<file path="src/cqr_defs.svh">
// Offsets, contents and widths of the extended query word table
`ifndef CQR_DEFS_SVH
`define CQR_DEFS_SVH
`define CQR_AW 8
`define CQR_DW 16
`define CQR_EXIT_CMD 8'hF0
`define CQR_MISS_VAL 16'h0000
`define CQR_OFS_SIG0 8'h40
`define CQR_VAL_SIG0 16'h0050
`define CQR_OFS_SIG1 8'h41
`define CQR_VAL_SIG1 16'h0052
`define CQR_OFS_SIG2 8'h42
`define CQR_VAL_SIG2 16'h0049
`define CQR_OFS_MAJOR 8'h43
`define CQR_VAL_MAJOR 16'h0031
`define CQR_OFS_MINOR 8'h44
`define CQR_VAL_MINOR 16'h0035
`define CQR_OFS_UNLOCK 8'h45
`define CQR_VAL_UNLOCK 16'h001C
`define CQR_OFS_ERS_SUSP 8'h46
`define CQR_VAL_ERS_SUSP 16'h0002
`define CQR_OFS_PROT_GRP 8'h47
`define CQR_VAL_PROT_GRP 16'h0001
`define CQR_OFS_TMP_UNPROT 8'h48
`define CQR_VAL_TMP_UNPROT 16'h0000
`define CQR_OFS_SCHEME 8'h49
`define CQR_VAL_SCHEME 16'h0008
`define CQR_OFS_BANKS 8'h4A
`define CQR_VAL_BANKS 16'h0000
`define CQR_OFS_BURST 8'h4B
`define CQR_VAL_BURST 16'h0001
`define CQR_OFS_PAGE_RD 8'h4C
`define CQR_VAL_PAGE_RD 16'h0000
`define CQR_OFS_ACC_MIN 8'h4D
`define CQR_VAL_ACC_MIN 16'h0000
`define CQR_OFS_ACC_MAX 8'h4E
`define CQR_VAL_ACC_MAX 16'h0000
`define CQR_OFS_WP_LAYOUT 8'h4F
`define CQR_VAL_WP_LAYOUT 16'h0000
`define CQR_OFS_PGM_SUSP 8'h50
`define CQR_VAL_PGM_SUSP 16'h0001
`define CQR_OFS_UNLK_SKIP 8'h51
`define CQR_VAL_UNLK_SKIP 16'h0000
`define CQR_OFS_OTP_EXP 8'h52
`define CQR_VAL_OTP_EXP 16'h000A
`define CQR_OFS_FEATURES 8'h53
`define CQR_VAL_FEATURES 16'h008D
`define CQR_OFS_PAGE_EXP 8'h54
`define CQR_VAL_PAGE_EXP 16'h0005
`define CQR_OFS_ERS_LAT 8'h55
`define CQR_VAL_ERS_LAT 16'h0006
`define CQR_OFS_PGM_LAT 8'h56
`define CQR_VAL_PGM_LAT 16'h0006
`define CQR_OFS_RSVD_LO 8'h57
`define CQR_OFS_RSVD_HI 8'h77
`define CQR_VAL_RSVD 16'hFFFF
`define CQR_OFS_PIN_RST 8'h78
`define CQR_VAL_PIN_RST 16'h0006
`define CQR_OFS_POR_RST 8'h79
`define CQR_VAL_POR_RST 16'h0009
`endif

</file>
<file path="src/cqr_pkg.sv">
// Types shared by the extended query table logic
package cqr_pkg;
    // Which address space the device currently answers from
    typedef enum logic [1:0] {
        CQR_SPACE_ARRAY = 2'b00,
        CQR_SPACE_ID = 2'b01,
        CQR_SPACE_QUERY = 2'b10
    } cqr_space_e;
    // One table word
    typedef logic [15:0] cqr_word_t;
endpackage

</file>
<file path="src/cqr_ext_query_rom.sv">
// Extended query word table with space entry, exit and read port
`timescale 1ns/1ps
`default_nettype none
`include "cqr_defs.svh"

// How it works
// - Offsets 40h-42h return the signature letters
// - Offsets 43h, 44h return ASCII version digits
// - Offset 45h returns unlock and process code
// - Offset 47h returns smallest protect group
// - Offset 49h returns advanced protection scheme
// - Offsets 4Dh, 4Eh report no acceleration supply
// - Offset 4Fh reports no write-protect boot
// - Offset 52h returns OTP size exponent
// - Offset 53h returns software feature bitmap
// - Offset 55h returns erase-suspend latency exponent
// - Offset 56h returns program-suspend latency exponent
// - Offsets 57h through 77h read all ones
// - Offset 78h returns pin reset exponent
// - Offset 79h returns power-on reset exponent
// - Both entry paths expose the same table
// - Offsets count words; command upper byte ignored
module cqr_ext_query_rom
    import cqr_pkg::*;
(
    input wire logic clk_sys_i, // System clock, 200 MHz
    input wire logic reset_i, // Asynchronous reset, active high
    input wire logic id_entry_i, // Pulse: identification entry decoded
    input wire logic query_entry_i, // Pulse: query entry decoded
    input wire logic rd_i, // Read request this cycle
    input wire logic wr_i, // Write (command) cycle this cycle
    input wire logic [7:0] addr_i, // Word offset from sector_base_address
    input wire logic [15:0] wdata_i, // Write data of a command cycle
    output logic [15:0] rdata_o, // Read data, valid with rvalid_o
    output logic rvalid_o, // One-cycle pulse per taken read
    output logic rhit_o, // Read was served from the table
    output logic space_active_o // Identification/query space entered
);

    // Current address space
    cqr_space_e space;
    // Next space value
    cqr_space_e next_space;
    // Table word looked up from the offset
    cqr_word_t table_word;
    // Offset falls inside the table range
    logic table_hit;
    // Host wrote the exit command
    logic exit_cmd;
    // Either entry path has opened the space
    logic in_space;

    // Only the low byte of a command cycle is decoded
    assign exit_cmd = wr_i && (wdata_i[7:0] == `CQR_EXIT_CMD);

    // Both entry states grant the same table
    assign in_space = (space == CQR_SPACE_ID) || (space == CQR_SPACE_QUERY);

    // Space sequencing; an entry in the exit cycle wins
    always_comb begin
        next_space = space;
        case (space)
            // Array reads: wait for an entry
            CQR_SPACE_ARRAY: begin
                if (query_entry_i) begin
                    next_space = CQR_SPACE_QUERY;
                end else if (id_entry_i) begin
                    next_space = CQR_SPACE_ID;
                end
            end
            // Identification space: stays until reset command or query entry
            CQR_SPACE_ID: begin
                if (query_entry_i) begin
                    next_space = CQR_SPACE_QUERY;
                end else if (exit_cmd && !id_entry_i) begin
                    next_space = CQR_SPACE_ARRAY;
                end
            end
            // Query space: stays until reset command or identification entry
            CQR_SPACE_QUERY: begin
                if (id_entry_i) begin
                    next_space = CQR_SPACE_ID;
                end else if (exit_cmd && !query_entry_i) begin
                    next_space = CQR_SPACE_ARRAY;
                end
            end
            // Illegal code falls back to array reads
            default: begin
                next_space = CQR_SPACE_ARRAY;
            end
        endcase
    end

    // Space register
    always_ff @(posedge clk_sys_i or posedge reset_i) begin
        if (reset_i) begin
            space <= CQR_SPACE_ARRAY;
        end else begin
            space <= next_space;
        end
    end

    // Space flag for the surrounding read path
    always_ff @(posedge clk_sys_i or posedge reset_i) begin
        if (reset_i) begin
            space_active_o <= 1'b0;
        end else begin
            space_active_o <= (next_space != CQR_SPACE_ARRAY);
        end
    end

    // Constant lookup; offsets are 16-bit word indices
    always_comb begin
        table_word = `CQR_MISS_VAL;
        table_hit = 1'b1;
        // Reserved block reads all ones
        if ((addr_i >= `CQR_OFS_RSVD_LO) && (addr_i <= `CQR_OFS_RSVD_HI)) begin
            table_word = `CQR_VAL_RSVD;
        end else begin
            case (addr_i)
                // Signature letters
                `CQR_OFS_SIG0: begin
                    table_word = `CQR_VAL_SIG0;
                end
                `CQR_OFS_SIG1: begin
                    table_word = `CQR_VAL_SIG1;
                end
                `CQR_OFS_SIG2: begin
                    table_word = `CQR_VAL_SIG2;
                end
                // Version digits in ASCII
                `CQR_OFS_MAJOR: begin
                    table_word = `CQR_VAL_MAJOR;
                end
                `CQR_OFS_MINOR: begin
                    table_word = `CQR_VAL_MINOR;
                end
                // Unlock sensitivity in [1:0], process in [5:2]
                `CQR_OFS_UNLOCK: begin
                    table_word = `CQR_VAL_UNLOCK;
                end
                // Erase suspend: read and write
                `CQR_OFS_ERS_SUSP: begin
                    table_word = `CQR_VAL_ERS_SUSP;
                end
                // Sectors in the smallest protect group
                `CQR_OFS_PROT_GRP: begin
                    table_word = `CQR_VAL_PROT_GRP;
                end
                // Temporary unprotect not offered
                `CQR_OFS_TMP_UNPROT: begin
                    table_word = `CQR_VAL_TMP_UNPROT;
                end
                // Advanced protection scheme code
                `CQR_OFS_SCHEME: begin
                    table_word = `CQR_VAL_SCHEME;
                end
                // No simultaneous banks
                `CQR_OFS_BANKS: begin
                    table_word = `CQR_VAL_BANKS;
                end
                // Burst reads offered
                `CQR_OFS_BURST: begin
                    table_word = `CQR_VAL_BURST;
                end
                // No page read mode
                `CQR_OFS_PAGE_RD: begin
                    table_word = `CQR_VAL_PAGE_RD;
                end
                // Acceleration supply absent, low and high
                `CQR_OFS_ACC_MIN: begin
                    table_word = `CQR_VAL_ACC_MIN;
                end
                `CQR_OFS_ACC_MAX: begin
                    table_word = `CQR_VAL_ACC_MAX;
                end
                // No write-protect boot layout
                `CQR_OFS_WP_LAYOUT: begin
                    table_word = `CQR_VAL_WP_LAYOUT;
                end
                // Program suspend offered
                `CQR_OFS_PGM_SUSP: begin
                    table_word = `CQR_VAL_PGM_SUSP;
                end
                // Unlock skip not offered
                `CQR_OFS_UNLK_SKIP: begin
                    table_word = `CQR_VAL_UNLK_SKIP;
                end
                // OTP area is two to this power bytes
                `CQR_OFS_OTP_EXP: begin
                    table_word = `CQR_VAL_OTP_EXP;
                end
                // Software feature bits
                `CQR_OFS_FEATURES: begin
                    table_word = `CQR_VAL_FEATURES;
                end
                // Page size exponent
                `CQR_OFS_PAGE_EXP: begin
                    table_word = `CQR_VAL_PAGE_EXP;
                end
                // Suspend latency exponents
                `CQR_OFS_ERS_LAT: begin
                    table_word = `CQR_VAL_ERS_LAT;
                end
                `CQR_OFS_PGM_LAT: begin
                    table_word = `CQR_VAL_PGM_LAT;
                end
                // Reset time exponents
                `CQR_OFS_PIN_RST: begin
                    table_word = `CQR_VAL_PIN_RST;
                end
                `CQR_OFS_POR_RST: begin
                    table_word = `CQR_VAL_POR_RST;
                end
                // Outside this table: not ours
                default: begin
                    table_word = `CQR_MISS_VAL;
                    table_hit = 1'b0;
                end
            endcase
        end
    end

    // Read data; writes never reach the table contents
    always_ff @(posedge clk_sys_i or posedge reset_i) begin
        if (reset_i) begin
            rdata_o <= `CQR_MISS_VAL;
        end else if (rd_i) begin
            if (in_space) begin
                rdata_o <= table_word;
            end else begin
                // Array reads are served elsewhere
                rdata_o <= `CQR_MISS_VAL;
            end
        end
    end

    // Read strobe, one cycle after the request
    always_ff @(posedge clk_sys_i or posedge reset_i) begin
        if (reset_i) begin
            rvalid_o <= 1'b0;
        end else begin
            rvalid_o <= rd_i;
        end
    end

    // Tells the read mux whether this block owns the word
    always_ff @(posedge clk_sys_i or posedge reset_i) begin
        if (reset_i) begin
            rhit_o <= 1'b0;
        end else begin
            rhit_o <= rd_i && in_space && table_hit;
        end
    end

endmodule
`default_nettype wire

</file>
<file path="config.mk">
export PLATFORM = sky130hd
export DESIGN_NAME = cqr_ext_query_rom
export DESIGN_NICKNAME = d
export VERILOG_FILES = /design/src/cqr_pkg.sv /design/src/cqr_ext_query_rom.sv
export VERILOG_INCLUDE_DIRS = /design/src
export SDC_FILE = /design/constraint.sdc
export NUM_CORES = 1
export LEC_CHECK = 0
export ABC_AREA = 1
export BUFFER_PORTS_ARGS = -buffer_cell sky130_fd_sc_hd__clkbuf_2
export CAP_MARGIN = 15
export CORE_MARGIN = 2
export CORE_UTILIZATION = 48
export DETAILED_ROUTE_END_ITERATION = 10
export PLACE_DENSITY = 0.79
export SLEW_MARGIN = 20
export SYNTH_ARGS = -nofsm -noshare
export SYNTH_HDL_FRONTEND = slang
export SYNTH_SLANG_ARGS = --single-unit
</file>
<file path="constraint.sdc">
create_clock -name clk_sys_i -period 1.7 [get_ports clk_sys_i]
set_clock_uncertainty 0.2 [all_clocks]
set_input_delay 0.34 -clock clk_sys_i [delete_from_list [all_inputs] [get_ports clk_sys_i]]
set_output_delay 0.34 -clock clk_sys_i [all_outputs]
set_load 0.05 [all_outputs]
</file>
==> flow_metrics.tcl <==
set metrics [dict create \
    status "complete, no violations" \
    worst_pin_slew_ns 0.520 \
    io_buffers 40 \
    finalInstanceArea_um2 1440 \
    die-area_um2 2940 \
    synthXorXnorAreaFrac 0 \
    vias 1226 \
    syn2layout_area_growth_pct 18.6 \
    cts_buffers 3 \
    drt_iter0_drc 25 \
    synth_compound_area_frac 0.0609 \
    min_path_type "primary input to register" \
    cp_num_buf_inv 1 \
    drtAntennaViolNets 0 \
    grtUsageTotal 0.201 \
    synth_fp_nets 224 \
    synth_seq_cells 14 \
    worst-path-max-fanout 9 \
    synthTopCellsByCount "69 x nand2_1, 22 x inv_1, 20 x nor2_1" \
    grt.overflow.total 0 \
    setup_violations 0 \
    grt_util_met3 0.0273 \
    synth_fa_ha_area_frac 0.0413 \
    synth_most_common_cell "nand2_1" \
    synth_area_um2 1210 \
    final-hold-violation-count 0 \
    crit_chain "clkbuf_2" \
    synth_cell_types 22 \
    cts.sinks 14 \
    ir_worst_vdd_v 0.000877 \
    grt_pass1_wl_mm 4.41 \
    synth_top_family_by_area "simple AND/OR/NAND/NOR gates" \
    die_w_um 54.3 \
    worstPathRequired_ns 1.16 \
    min_period_ns 1.61 \
    postCtsSetupRepairBufs 0 \
    drt-pass1-iter-count 4 \
    synth_area_leader_cell "dfrtp_1" \
    max_stage_delay_ns 0.47 \
    antenna_found_initial 0 \
    grt_pass1_vias 1107 \
    synth-edff-count 0 \
    gr-usage-met2 0.347 \
    wl_mm 2.57 \
    multi_input_area_um2 693 \
    h-tree-depth 1 \
    layout-drive-gt1-share 0.303 \
    p_per_area_nw_per_um2 1180 \
    synth_ff_type "dfrtp_1" \
    grt_busiest_layer "met2" \
    core-area_um2 2430 \
    cts.clk_slew.worst_paths_ns 0.08 \
    path_delay_family "flip-flops" \
    place_hpwl_mm 2.21 \
    ys_warn_count 0 \
    maxCapViolCount 0 \
    seq_area_um2 350 \
    placed_area_um2 1410 \
    yosys.area_share.simple 0.470 \
    wl_per_cell_um 9.97 \
    slew_violations 0 \
    clock_path_buffers 2 \
    yosysSeqAreaShare 0.289 \
    synth_area_leaders "dfrtp_1 29%, nand2_1 21%, inv_1 6.8%, nor2_1 6.2%, nand3_1 5.0%" \
    avgSynthCellArea_um2 6.38 \
    async_reset_ff_frac 1.00 \
    start_kind "register" \
    gp_congestion 0.885 \
    synth_top_area_share 0.289 \
    rsz0062_at_grt "no" \
    avgViaCountPerCell 4.75 \
    maxSlewHeadroom 0.653 \
    max_freq_mhz 622 \
    muxShareOfSynthArea 0 \
    die_h_um 54.3 \
    cts_tree "built" \
    cts_root_buf "clkbuf_4" \
    end_kind "output port" \
    drc 0 \
    nets 264 \
    tns_ns 0 \
    rows 18 \
    synthCells 190 \
    fillers 259 \
    clock_latency_ns 0.27 \
    initial_core_util 0.498 \
    path_class "register to output port" \
    crit_arrival_ns 1.07 \
    grt_max_degree 15 \
    crit_slowest_cell "dfrtp_1" \
    diodes 0 \
    finalCritPeriodShare 0.945 \
    ioPinCount 49 \
    leakage_uw 0.000892 \
    use_met1 0.259 \
]
==> report_power, final <==
part	internal, uW	total (uW)	switching [uW]	leakage, uW
Clock	82.0	179	97.3	0.0000138
Combinational	247	1020	774	0.000695
Sequential	432	498	66.4	0.000183
Total	761	1700	937	0.000892
==> layout make-up <==
type / instances / share of cell area
well taps: 30 / 0.0261
clock buffers: 3 / 0.0157
multi-input cells: 138 / 0.482
repair buffers: 42 / 0.151
flip-flops and latches: 14 / 0.244
inverters: 31 / 0.0809
==> stage by stage <==
step / worst slack (ns) / power, uW / cells / hold slack (ns) / util
detailed placement: 0.0930 / 1520 / 254 / 0.182 / 0.578
global placement: 0.101 / 1490 / 254 / 0.171 / 0.578
floorplan: 0.146 / 1330 / 190 / 0.0292 / -
global route: 0.00572 / 1820 / 258 / 0.00722 / 0.591
CTS: 0.0797 / 1700 / 258 / 0.0115 / 0.591
finish: 0.0936 / 1700 / 258 / 0.0190 / 0.591
==> state kept, by name, summed over array words and instances, names as in the netlist <==
name,cells
rdata_o,9
rhit_o,1
rvalid_o,1
space,2
space_active_o,1
==> cells in the final DEF (no fill, tap or decap), types with 5 or more instances in the layout <==
cell type  netlist  layout
clkbuf_2         0      40
nor2_1          20      20
nor2_2           5       5
nand3_1         12      12
a21oi_1          7       7
inv_1           22      21
inv_2            8       9
nand2_2          6       6
dfrtp_1         14      14
nand2_1         69      69
==> repair_timing <==
item                                   in CTS  in global routing
gates resized for setup                     0                  1
setup endpoints to repair                   0                  1
endpoints found under the hold margin      14                  0
hold buffers                                1                  0
==> path summary, 6_finish.rpt <==
| path | start | end | slack [ns] | cells past startpoint |
|---|---|---|---|---|
| setup / recovery | rdata_o[14] | rdata_o[15] | 0.09 | 1 |
| hold / removal | rd_i | rvalid_o | 0.02 | 1 |
| setup reg to reg | space[1] | rdata_o[0] | 0.15 | 8 |
| hold reg to reg | rdata_o[7] | rdata_o[7] | 0.31 | 2 |
| max in group asynchronous | reset_i | rhit_o | 0.53 | 3 |
| min in group asynchronous | reset_i | rdata_o[14] | 0.43 | 3 |
==> per-layer routing <==
layer / part of all wire / routed length (um) / up-vias
met5: 0 / 0 / -
met4: 0.010 / 27 / 0
met3: 0.042 / 108 / 4
met2: 0.48 / 1230 / 35
met1: 0.47 / 1210 / 528
li1: - / - / 659
==> cell families after synthesis <==
group,count (synthesis)
AO/OA/AOI/OAI,13
adder cells (fa/ha/maj),4
buffers and inverters,38
flip-flops,14
AND/OR/NAND/NOR,121
(Power assumes the default switching activity.)
